[src/can_lin_rate_defs.vh]
// constants for the can/lin bit-rate configuration block
`ifndef CAN_LIN_RATE_DEFS_VH
`define CAN_LIN_RATE_DEFS_VH
// bit-rate word mode nibbles
`define MODE_PLAIN        4'h0
`define MODE_CUSTOM       4'h8
`define MODE_PRECISE      4'hC
// normal custom field positions
`define NC_JUMP_HI        25
`define NC_JUMP_LO        24
`define NC_POST_HI        22
`define NC_POST_LO        20
`define NC_PRE_HI         19
`define NC_PRE_LO         16
// high-precision field positions
`define HP_JUMP_HI        27
`define HP_JUMP_LO        24
`define HP_POST_HI        23
`define HP_POST_LO        20
`define HP_PRE_HI         19
`define HP_PRE_LO         14
`define TQ_HI             13
`define TQ_LO             0
// quantum limits in ns
`define TQ_MAX            14'h3200
`define NC_TQ_STEP        14'h007D
`define HP_TQ_STEP        14'h0019
// lin range
`define LIN_MIN_RATE      32'h0000_0960
`define LIN_MAX_RATE      32'h0000_4E20
// clock rate for divisor math, hz
`define REF_CLK_HZ        32'h0EE6_B280
// uart oversampling
`define UART_OVERSAMPLE   32'h0000_0010
// transceiver dominant timeout in us
`define DOM_TIMEOUT_US    32'h0000_1770
// reset values
`define RST_CAN_RATE      32'h0007_A120
`define RST_LIN_RATE      32'h0000_4B00
`define RST_BREAK_BITS    8'h0D
`endif

[src/sync2.v]
// two-flop synchroniser for a pin-level input
`default_nettype none
module sync2 (
  // clock and reset
  input  wire i_ref_clk,
  input  wire i_reset,
  input  wire i_ce,
  // level in and out
  input  wire i_async,
  output wire o_sync
);
  reg meta_q;
  reg sync_q;
  // first flop feeds only the second
  always @(posedge i_ref_clk or posedge i_reset) begin
    if (i_reset) begin
      meta_q <= 1'b0;
      sync_q <= 1'b0;
    end else if (i_ce) begin
      meta_q <= i_async;
      sync_q <= meta_q;
    end
  end
  assign o_sync = sync_q;
endmodule // sync2
`default_nettype wire

[src/can_word_check.v]
// decoder and range check for a can bit-rate word
`include "can_lin_rate_defs.vh"
`default_nettype none
module can_word_check (
  // word in
  input  wire [31:0] i_word,
  // decoded timing
  output reg         o_ok,
  output reg  [1:0]  o_mode,
  output reg  [3:0]  o_jump,
  output reg  [3:0]  o_post,
  output reg  [5:0]  o_pre,
  output reg  [13:0] o_tq
);
  // plain rate table membership
  function plain_ok;
    input [31:0] r;
    begin
      case (r)
        32'd33333, 32'd40000, 32'd50000, 32'd62500, 32'd80000, 32'd83333,
        32'd100000, 32'd125000, 32'd160000, 32'd200000, 32'd250000,
        32'd400000, 32'd500000, 32'd800000, 32'd1000000: plain_ok = 1'b1;
        default: plain_ok = 1'b0;
      endcase
    end
  endfunction
  // quantum range and step check
  function tq_ok;
    input [13:0] q;
    input [13:0] step;
    begin
      tq_ok = (q >= step) && (q <= `TQ_MAX) && ((q % step) == 14'h0000);
    end
  endfunction
  // decode by top nibble
  always @* begin
    o_ok   = 1'b0;
    o_mode = 2'd0;
    o_jump = 4'h0;
    o_post = 4'h0;
    o_pre  = 6'h00;
    o_tq   = i_word[`TQ_HI:`TQ_LO];
    case (i_word[31:28])
      `MODE_PLAIN: begin
        o_ok   = plain_ok(i_word);
        o_mode = 2'd0;
      end
      `MODE_CUSTOM: begin
        o_jump = {2'b00, i_word[`NC_JUMP_HI:`NC_JUMP_LO]};
        o_post = {1'b0, i_word[`NC_POST_HI:`NC_POST_LO]};
        o_pre  = {2'b00, i_word[`NC_PRE_HI:`NC_PRE_LO]};
        o_mode = 2'd1;
        o_ok   = (o_pre != 6'h00) && tq_ok(o_tq, `NC_TQ_STEP);
      end
      `MODE_PRECISE: begin
        o_jump = i_word[`HP_JUMP_HI:`HP_JUMP_LO];
        o_post = i_word[`HP_POST_HI:`HP_POST_LO];
        o_pre  = i_word[`HP_PRE_HI:`HP_PRE_LO];
        o_mode = 2'd2;
        o_ok   = (o_pre != 6'h00) && tq_ok(o_tq, `HP_TQ_STEP);
      end
      default: o_ok = 1'b0;
    endcase
  end
endmodule // can_word_check
`default_nettype wire

[src/can_lin_bit_rate_config.v]
// configuration and start-up logic for a can port and a lin port
`include "can_lin_rate_defs.vh"
`default_nettype none
// Functional notes
// - allow-without-power skips power check
// - otherwise missing power raises error
// - termination 0 off, applied at start
// - routed trigger starts the interface
// - zero top nibble: plain can rate
// - only fifteen listed can rates
// - nibble 8: normal custom can timing
// - nibble c: high-precision can timing
// - jump width used plus one
// - post segment used plus one
// - pre segment 1 up, plus one
// - quantum range and step checked
// - bit is one plus both segments
// - lin plain rate 2400 to 20000
// - lin nibble 8: low 16 bits
// - uart divisor from lin rate
// - break length checked against timeout
module can_lin_bit_rate_config #(
  parameter DIV_W = 16
) (
  // clock, reset, enable
  input  wire             i_ref_clk,
  input  wire             i_reset,
  input  wire             i_ce,
  // software configuration
  input  wire             i_can_rate_wr,
  input  wire [31:0]      i_can_bit_rate_word,
  input  wire             i_lin_rate_wr,
  input  wire [31:0]      i_lin_bit_rate_word,
  input  wire             i_break_wr,
  input  wire [7:0]       i_break_bits,
  input  wire             i_opt_wr,
  input  wire             i_allow_start_without_power,
  input  wire             i_termination,
  input  wire             i_trig_route_en,
  // start and stop
  input  wire             i_start_req,
  input  wire             i_stop_req,
  input  wire             i_start_trigger_source,
  input  wire             i_lin_bus_power,
  // status
  output reg              o_running,
  output reg              o_missing_bus_power_error,
  output reg              o_config_error,
  output reg              o_write_refused,
  output reg              o_break_timeout_error,
  output reg              o_lin_termination_en,
  // can timing
  output reg  [1:0]       o_can_mode,
  output reg  [31:0]      o_can_plain_rate,
  output reg  [4:0]       o_resync_jump_width,
  output reg  [6:0]       o_pre_sample_segment,
  output reg  [4:0]       o_post_sample_segment,
  output reg  [13:0]      o_time_quantum_ns,
  output reg  [7:0]       o_can_bit_quanta,
  // lin timing
  output reg  [15:0]      o_lin_rate,
  output reg  [DIV_W-1:0] o_uart_divisor
);

  //////////////////////////////////////////////////////////////////////////////
  // state and helpers
  localparam ST_STOPPED = 2'd0;
  localparam ST_CHECK   = 2'd1;
  localparam ST_RUN     = 2'd2;

  // sequencer state
  reg  [1:0]  state_q;
  reg  [1:0]  state_d;

  // stored settings, loaded only while stopped
  reg  [7:0]  break_bits_q;
  reg         allow_q;
  reg         term_q;
  reg         route_q;

  // trigger edge memory and synchronised pin levels
  reg         trig_prev_q;
  wire        trig_s;
  wire        power_s;

  // can word decoder outputs, valid in the cycle of the word
  wire        cw_ok;
  wire [1:0]  cw_mode;
  wire [3:0]  cw_jump;
  wire [3:0]  cw_post;
  wire [5:0]  cw_pre;
  wire [13:0] cw_tq;

  // divisor: clock over oversampled rate, zero rate guarded
  // truncating division; the error stays below one clock per sample
  function [31:0] uart_div;
    input [15:0] rate;
    begin
      if (rate == 16'h0000) uart_div = 32'h0000_0000;
      else uart_div = `REF_CLK_HZ / ({16'h0000, rate} * `UART_OVERSAMPLE);
    end
  endfunction

  // break duration in us reaches or exceeds transceiver timeout
  // a zero rate means an endless break, so it is always flagged
  function break_too_long;
    input [15:0] rate;
    input [7:0]  bits;
    reg   [31:0] dur_us;
    begin
      dur_us = 32'h0000_0000;
      if (rate == 16'h0000) begin
        break_too_long = 1'b1;
      end else begin
        dur_us = ({24'h00_0000, bits} * 32'd1000000) / {16'h0000, rate};
        break_too_long = dur_us >= `DOM_TIMEOUT_US;
      end
    end
  endfunction

  //////////////////////////////////////////////////////////////////////////////
  // pin synchronisers
  // start trigger pin
  sync2 u_sync_trig (
    .i_ref_clk (i_ref_clk),
    .i_reset   (i_reset),
    .i_ce      (i_ce),
    .i_async   (i_start_trigger_source),
    .o_sync    (trig_s)
  );

  // lin bus supply sense pin
  sync2 u_sync_pwr (
    .i_ref_clk (i_ref_clk),
    .i_reset   (i_reset),
    .i_ce      (i_ce),
    .i_async   (i_lin_bus_power),
    .o_sync    (power_s)
  );

  // can word decoder
  // purely combinational, so a write is judged in the cycle it lands
  can_word_check u_can_chk (
    .i_word (i_can_bit_rate_word),
    .o_ok   (cw_ok),
    .o_mode (cw_mode),
    .o_jump (cw_jump),
    .o_post (cw_post),
    .o_pre  (cw_pre),
    .o_tq   (cw_tq)
  );

  //////////////////////////////////////////////////////////////////////////////
  // start sequencing
  // stopped -> check on a start event; check -> run when power is present or
  // the check is waived, else back to stopped with the error raised; run ->
  // stopped on a stop request. a start request while running is ignored.
  wire trig_rise = trig_s & ~trig_prev_q;
  wire start_ev  = route_q ? trig_rise : i_start_req;
  wire stopped   = (state_q == ST_STOPPED);

  always @* begin
    state_d = state_q;
    case (state_q)
      ST_STOPPED: begin
        if (start_ev) state_d = ST_CHECK;
      end
      ST_CHECK: begin
        if (!allow_q && !power_s) state_d = ST_STOPPED;
        else state_d = ST_RUN;
      end
      ST_RUN: begin
        if (i_stop_req) state_d = ST_STOPPED;
      end
      default: state_d = ST_STOPPED;
    endcase
  end

  // state register and trigger edge memory; the history runs in every state,
  // so a pin already high when routing is enabled gives no edge
  always @(posedge i_ref_clk or posedge i_reset) begin
    if (i_reset) begin
      state_q     <= ST_STOPPED;
      trig_prev_q <= 1'b0;
    end else if (i_ce) begin
      state_q     <= state_d;
      trig_prev_q <= trig_s;
    end
  end

  // status flags; the power error is sticky until the next start attempt
  always @(posedge i_ref_clk or posedge i_reset) begin
    if (i_reset) begin
      o_running                 <= 1'b0;
      o_missing_bus_power_error <= 1'b0;
      o_lin_termination_en      <= 1'b0;
    end else if (i_ce) begin
      // taken from the next state so it lines up with state_q
      o_running <= (state_d == ST_RUN);
      if (stopped && start_ev) begin
        o_missing_bus_power_error <= 1'b0;
        o_lin_termination_en      <= term_q;
      end
      if (state_q == ST_CHECK) begin
        o_missing_bus_power_error <= !allow_q && !power_s;
      end
    end
  end

  //////////////////////////////////////////////////////////////////////////////
  // configuration writes
  // every write is taken only while stopped; one landing in the check or
  // run state is dropped and answered by the refusal pulse alone
  localparam [31:0] LIN_RST_WORD = `RST_LIN_RATE;

  wire [15:0] lin_new    = i_lin_bit_rate_word[15:0];
  wire        lin_plain  = (i_lin_bit_rate_word[31:28] == `MODE_PLAIN) &&
                           (i_lin_bit_rate_word >= `LIN_MIN_RATE) &&
                           (i_lin_bit_rate_word <= `LIN_MAX_RATE);
  // custom lin takes low 16 bits
  wire        lin_custom = (i_lin_bit_rate_word[31:28] == `MODE_CUSTOM);
  // any other top nibble is a configuration error
  wire        lin_ok     = lin_plain || lin_custom;
  wire        any_wr     = i_can_rate_wr | i_lin_rate_wr | i_break_wr | i_opt_wr;
  // write strobes qualified by the stopped state
  wire        can_take   = stopped && i_can_rate_wr;
  wire        lin_take   = stopped && i_lin_rate_wr;
  wire        brk_take   = stopped && i_break_wr && !i_lin_rate_wr;
  wire        opt_take   = stopped && i_opt_wr;
  wire [31:0] div_new    = uart_div(lin_new);
  wire [31:0] div_cur    = uart_div(o_lin_rate);

  //////////////////////////////////////////////////////////////////////////////
  // refusal pulse: one cycle for each write attempt outside the stopped state
  // the write itself is dropped; settings and flags stay as they were
  always @(posedge i_ref_clk or posedge i_reset) begin
    if (i_reset) begin
      o_write_refused <= 1'b0;
    end else if (i_ce) begin
      o_write_refused <= any_wr && !stopped;
    end
  end

  // start options; they reach the port only through the start sequence
  always @(posedge i_ref_clk or posedge i_reset) begin
    if (i_reset) begin
      allow_q <= 1'b0;
      term_q  <= 1'b0;
      route_q <= 1'b0;
    end else if (i_ce) begin
      if (opt_take) begin
        allow_q <= i_allow_start_without_power;
        term_q  <= i_termination;
        route_q <= i_trig_route_en;
      end
    end
  end

  // error flag follows the latest rate write; when a can and a lin write
  // land together, a bad word on either side wins over a good one
  always @(posedge i_ref_clk or posedge i_reset) begin
    if (i_reset) begin
      o_config_error <= 1'b0;
    end else if (i_ce) begin
      if (can_take || lin_take) begin
        o_config_error <= (can_take && !cw_ok) || (lin_take && !lin_ok);
      end
    end
  end

  //////////////////////////////////////////////////////////////////////////////
  // can timing; a rejected word leaves every timing output as it was
  always @(posedge i_ref_clk or posedge i_reset) begin
    if (i_reset) begin
      o_can_mode            <= 2'd0;
      o_can_plain_rate      <= `RST_CAN_RATE;
      o_resync_jump_width   <= 5'd1;
      o_pre_sample_segment  <= 7'd1;
      o_post_sample_segment <= 5'd1;
      o_time_quantum_ns     <= 14'h0000;
      o_can_bit_quanta      <= 8'd3;
    end else if (i_ce) begin
      if (can_take && cw_ok) begin
        o_can_mode            <= cw_mode;
        // plain rate kept only in plain mode
        o_can_plain_rate      <= (cw_mode == 2'd0) ? i_can_bit_rate_word : 32'h0000_0000;
        o_resync_jump_width   <= {1'b0, cw_jump} + 5'd1;
        o_pre_sample_segment  <= {1'b0, cw_pre} + 7'd1;
        o_post_sample_segment <= {1'b0, cw_post} + 5'd1;
        o_time_quantum_ns     <= cw_tq;
        o_can_bit_quanta      <= 8'd1 + {2'b00, cw_pre} + 8'd1 + {4'h0, cw_post} + 8'd1;
      end
    end
  end

  //////////////////////////////////////////////////////////////////////////////
  // lin timing and break check; a lin rate write beats a break write in the
  // same cycle, so a break length is only taken with no rate write pending
  always @(posedge i_ref_clk or posedge i_reset) begin
    if (i_reset) begin
      break_bits_q          <= `RST_BREAK_BITS;
      o_break_timeout_error <= 1'b0;
      o_lin_rate            <= LIN_RST_WORD[15:0];
      o_uart_divisor        <= {DIV_W{1'b0}};
    end else if (i_ce) begin
      if (lin_take && lin_ok) begin
        // custom rates use the low half only
        o_lin_rate            <= lin_new;
        o_uart_divisor        <= div_new[DIV_W-1:0];
        o_break_timeout_error <= break_too_long(lin_new, break_bits_q);
      end else if (brk_take) begin
        // divisor refreshed too, so it is valid before any rate write
        break_bits_q          <= i_break_bits;
        o_break_timeout_error <= break_too_long(o_lin_rate, i_break_bits);
        o_uart_divisor        <= div_cur[DIV_W-1:0];
      end
    end
  end

endmodule // can_lin_bit_rate_config
`default_nettype wire

[config.mk]
export PLATFORM = sky130hd
export DESIGN_NAME = can_lin_bit_rate_config
export DESIGN_NICKNAME = d
export VERILOG_FILES = /design/src/sync2.v /design/src/can_word_check.v /design/src/can_lin_bit_rate_config.v
export VERILOG_INCLUDE_DIRS = /design/src
export SDC_FILE = /design/constraint.sdc
export NUM_CORES = 2
export LEC_CHECK = 0
export ABC_AREA = 1
export BUFFER_PORTS_ARGS = -buffer_cell sky130_fd_sc_hd__buf_2
export CORE_MARGIN = 2
export CORE_UTILIZATION = 53
export DETAILED_ROUTE_END_ITERATION = 16
export MAX_ROUTING_LAYER = met4
export PLACE_DENSITY = 0.69
export SYNTH_ARGS = -nofsm -noshare
export SYNTH_HDL_FRONTEND = slang
export SYNTH_SLANG_ARGS = --single-unit
[constraint.sdc]
create_clock -name i_ref_clk -period 206.4 [get_ports i_ref_clk]
set_input_delay 41.28 -clock i_ref_clk [delete_from_list [all_inputs] [get_ports i_ref_clk]]
set_output_delay 41.28 -clock i_ref_clk [all_outputs]
set_load 0.02 [all_outputs]
After elaboration in Yosys (flattened, before gate mapping):

Index checks and enable logic that the tools add are counted.

* flip-flop bits (word level): 129
* input bits: 86
* output and inout port bits: 111
* logic and storage cells: 146

* add/subtract/negate cells: 7
* $mul: 2
* divide/modulo/power cells: 6
* $lt $le $gt $ge: 7
* equal/unequal tests: 21
* mux-type cells: 22
* bitwise logic cells: 6
* reduce and logical (&&, ||, !) cells: 50

Operators with widths (number)
* 32-bit by 16-bit equality test with 1-bit output, second input constant: 4
* 32-bit by 17-bit equality test with 1-bit output, second input constant: 4
* 32-bit by 18-bit equality test with 1-bit output, second input constant: 3
* 28-bit by 16-bit divider with 32-bit output: 2
* 28-bit by 20-bit divider with 32-bit output, first input constant: 2
* 32-bit by 19-bit equality test with 1-bit output, second input constant: 2
* 32-bit by 20-bit equality test with 1-bit output, second input constant: 2
* 32-bit by 13-bit >= comparator with 1-bit output, second input constant: 2
* 16-bit 2-to-1 mux: 4
* 8-bit by 14-bit multiplier with 22-bit output, second input constant: 2
* 32-bit by 12-bit >= comparator with 1-bit output, second input constant: 1
* 32-bit by 15-bit less-or-equal comparator with 1-bit output, second input constant: 1
* 16-bit zero test: 2
* 32-bit 2-to-1 mux: 1
* 14-bit zero test: 2
* 1-bit logical AND: 20
* 4-bit one-hot mux with 2 select lines: 2
* 15-bit OR reduction: 1
* 14-bit by 5-bit >= comparator with 1-bit output, second input constant: 1
* 14-bit by 7-bit >= comparator with 1-bit output, second input constant: 1
* 14-bit less-or-equal comparator, second input constant: 1
* 14-bit by 5-bit modulo with 14-bit output, second input constant: 1
* 14-bit by 7-bit modulo with 14-bit output, second input constant: 1
* 2-bit AND reduction: 7
* 26 further kinds: 52

Longest topological paths before layout:

* depth after elaboration: 8
* gate-level depth with buffers: 583
* depth with buffers taken out: 542

Modules after synthesis:

A second synthesis with hierarchy kept.

* cells, all modules: 13415
* area, all modules: 82242.6 µm²

Modules (own cells, without submodules)
* can_lin_bit_rate_config: times used 1, cells an instance 12515, area an instance 77190.3 µm², sequential area each 3126.7 µm²
* can_word_check: times used 1, cells an instance 880, area an instance 4892.2 µm², sequential area each 0.0 µm²
* sync2: times used 2, cells an instance 10, area an instance 80.1 µm², sequential area each 50.0 µm²

Worst setup path after synthesis:

OpenSTA, ideal clock, no wires.

* kind: in2reg
* start: input port i_break_bits[2]
* end: register o_break_timeout_error
* library setup time: 0.124 ns
* data arrival time: 114.581 ns
* data required time: 206.276 ns
* slack: 91.695 ns
* stages on the path: 557
* buffers on the path: 42
* cells stage by stage: fa_1 ha_1 inv_1 fa_1 fa_1 inv_1 ha_1 nand2_1 nor2_1 o21ai_0 nand3_1 nand2_1 nand2_1 nor2_1 nand2_1 nor2_1 nand3_1 a21oi_1 [521 not listed] a21oi_1 o21ai_0 nand2_1 a21o_1 a21oi_1 o21ai_0 nand3_1 nand2_1 inv_1 nand2_4 nor2_4 nand3_4 buf_6 clkbuf_8 a31oi_1 o311ai_0 o211ai_1 nand2_1

* cells in the longest elaborated chain, start to end: 6

RTL lines
* start, declared: RTL line can_lin_bit_rate_config.v:35 `input wire [7:0] i_break_bits,`
* 8-bit by 14-bit multiplier with 22-bit output: RTL line can_lin_bit_rate_config.v:115 `dur_us = ({24'h00_0000, bits} * 32'd1000000) / {16'h0000, rate};`
* 28-bit by 16-bit divider with 32-bit output: RTL line can_lin_bit_rate_config.v:115
* 32-bit by 13-bit >= comparator with 1-bit output (no line)
* 1-bit 2-to-1 mux: RTL line can_lin_bit_rate_config.v:112 `if (rate == 16'h0000) begin`
* 1-bit 2-to-1 mux: RTL line can_lin_bit_rate_config.v:311 `end else if (brk_take) begin`
* 1-bit 2-to-1 mux: RTL line can_lin_bit_rate_config.v:306 `if (lin_take && lin_ok) begin`
* end signal, assigned: RTL line can_lin_bit_rate_config.v:310 `o_break_timeout_error <= break_too_long(lin_new, break_bits_q);`
* end signal, assigned: RTL line can_lin_bit_rate_config.v:314 `o_break_timeout_error <= break_too_long(o_lin_rate, i_break_bits);`
* end, declared: RTL line can_lin_bit_rate_config.v:50 `output reg o_break_timeout_error,`

No other way between the ends. The select of a mux whose other input is x is not followed.
A chain may end at the register's enable or synchronous reset.

Worst setup path in the final report:

Ends and elaborated chain as after synthesis.

==> metrics.cfg <==
[route]
drt_wl_total_mm = 239.8
avgViaCountPerCell = 5.533
ant_nets = 0
routedWlPerCell_um = 15.66
num_vias = 84715
drt-initial-drc-count = 4665
drc = 0
first_pass_iters = 6

[synthesis]
yosysSeqAreaShare_pct = 4.007
syn_area_per_cell_um2 = 6.085
synth_cells = 13235
synth_most_common_cell = nand2_1
yosysWarningCount = 0
synth_area_leaders = ha_1 (22%), nand2_1 (14%), inv_1 (8.5%)
ys_ff_latch = 128
async_flop_share_pct = 100.0
ys_top_cells_by_count = nand2_1 (3108), inv_1 (1818), ha_1 (1387)
synth-main-ff-cell = dfrtp_1
netlist_area_um2 = 80540
yosys.cell_types.count = 98
yosysTopAreaCell = ha_1
synth-edff-count = 0
yosys.area.top_type_share_pct = 21.55

[critical_path]
r2r-start = break_bits_q[2]
critPathKind = input port to register
reg2regPathDepth = 502
crit_top_cell = nand2_1
worstReg2RegEnd = o_break_timeout_error
critPathArrivalTime_ns = 124.72
worstSetupEndpointType = register
reg2reg_slack_ns = 122.20
required_ns = 206.82
cp-start-kind = input port
slowest_delay_ns = 0.66
slowest_stage = clkinv_1
critical_path.max_fanout = 33

[sta]
final_hold_viol_count = 0
worst_pin_slew_ns = 1.051
fin_tns_setup_ns = 0
setup_violations = 0
finClkSkew_ns = 0.02507
grt_setup_unrepaired = no
min_period_ns = 124.30
fmax_mhz = 8.045
relSlewSlack_pct = 29.87
min_period_over_period_pct = 60.22
drv_slew = 0

[floorplan]
die_area_um2 = 155100
pin_count = 197
core_um2 = 151400
die_h_um = 393.8
rows = 143
start_util_pct = 53.21
die_w_um = 393.8

[hold_path]
hold_end = o_can_bit_quanta[1]
min_path_cells = 2
holdCritStartpoint = o_can_bit_quanta[1]
min_path_type = register to register

[global_routing]
overflow = 0
grt_max_degree = 89
grt_antenna_before_repair = 7
grt_pass1_wl_mm = 394.4
grt_use_total_pct = 31.03
grt_pass1_vias = 80909

[clock_tree]
clock_latency_ns = 0.57
cts_sinks = 128
cts_root_buf = clkbuf_16
hold_buffers = 0
tritoncts = built
ctsResizeCount = 0
cts_setup_buffers = 0
numCtsBuffers = 17
clk_path_buf_depth = 2
cts.clk_slew.worst_paths_ns = 0.07
htree_num_levels = 4

[placed_design]
port_buffers = 195
routabilityCongestion = 0.9475
hpwl_mm = 192.3

[final_layout]
layout.nets = 14773
utilization_pct = 55.30
drive_above_1_share_pct = 7.638
syn_to_final_growth_pct = 3.934

[run_status]
status = finished, final reports clean

[flow_run]
max_cap_violations = 0

state kept, by name, summed over array words and instances (netlist names), 2 cells and up:
signal,count
break_bits_q,8
o_post_sample_segment,5
state_q,2
o_pre_sample_segment,7
o_can_mode,2
o_can_plain_rate,32
o_can_bit_quanta,7
o_lin_rate,16
o_time_quantum_ns,14
o_uart_divisor,16
o_resync_jump_width,5
worst max-delay path: cells and delay by family:
family	cells	cell delay (ns)
AND/OR/NAND/NOR	193	21.94
adder cells (fa/ha/maj)	33	11.42
buffers and inverters	99	12.24
AO/OA/AOI/OAI	193	37.63
final cells by class:
type,instances,area [µm²]
repair buffers,267,1516
multi-input cells,10925,68540
clock buffers,17,425.4
fillers,15460,67660
flip-flops and latches,128,3228
clock inverters,15,187.7
well taps,2030,2540
inverters,1924,7256
diodes,5,12.51
per-stage QoR:
stage               setup WS, ns  hold slack (ns)  area (µm²)  std cells
floorplan                  91.69           0.4417       80560      13241
global placement           85.74           0.4539       83080      15274
detailed placement         82.82           0.4594       83080      15274
CTS                        83.14           0.4739       83700      15306
global route               72.05           0.4965       83710      15310
finish                     82.10           0.4698       83710      15311
cells in the final DEF, fill, tap and decap left out, types with 171 or more instances in the layout:
| cell | synthesis | final |
|---|---|---|
| o21bai_1 | 223 | 223 |
| nand4_1 | 171 | 171 |
| nor2_1 | 923 | 917 |
| o21ai_0 | 1227 | 1225 |
| inv_1 | 1818 | 1794 |
| nand2_1 | 3108 | 3107 |
| xnor2_1 | 367 | 367 |
| nand3_1 | 569 | 569 |
| buf_2 | 20 | 195 |
| a21oi_1 | 1019 | 1018 |
| ha_1 | 1387 | 1387 |
| xor2_1 | 705 | 705 |
layer usage:
| layer | global-route usage, % | part of all wire (%) | up-vias |
|---|---|---|---|
| li1 | - | - | 43811 |
| met1 | 37.75 | 45 | 38803 |
| met2 | 53.41 | 47 | 1652 |
| met3 | 2.683 | 4.2 | 449 |
| met4 | 11.04 | 3.7 | 0 |
| met5 | - | 0 | - |
logic make-up after synthesis:
group           Yosys count  synth area share (%)
xor+xnor               1072                 11.66
other cells               1              0.004656
mux                       6               0.07768
buf+inv                2188                 10.96
compound gates         2937                 20.38
flops                   128                 4.007
simple gates           5479                 30.44
fa+ha+maj              1424                 22.47
how the worst max path moves through the flow:
stage	to	from	slack, ns
3_3_place_gp	o_break_timeout_error	i_break_bits[2]	85.74
6_report	o_break_timeout_error	i_break_bits[2]	82.10
4_1_cts	o_break_timeout_error	i_break_bits[2]	83.14
3_5_place_dp	o_break_timeout_error	i_break_bits[2]	82.82
5_1_grt	o_break_timeout_error	i_break_bits[2]	72.05
2_1_floorplan	o_break_timeout_error	i_break_bits[2]	91.69
Power is not shown: default switching activity piles up to over one toggle a cycle in this logic, so the estimate is an artifact.
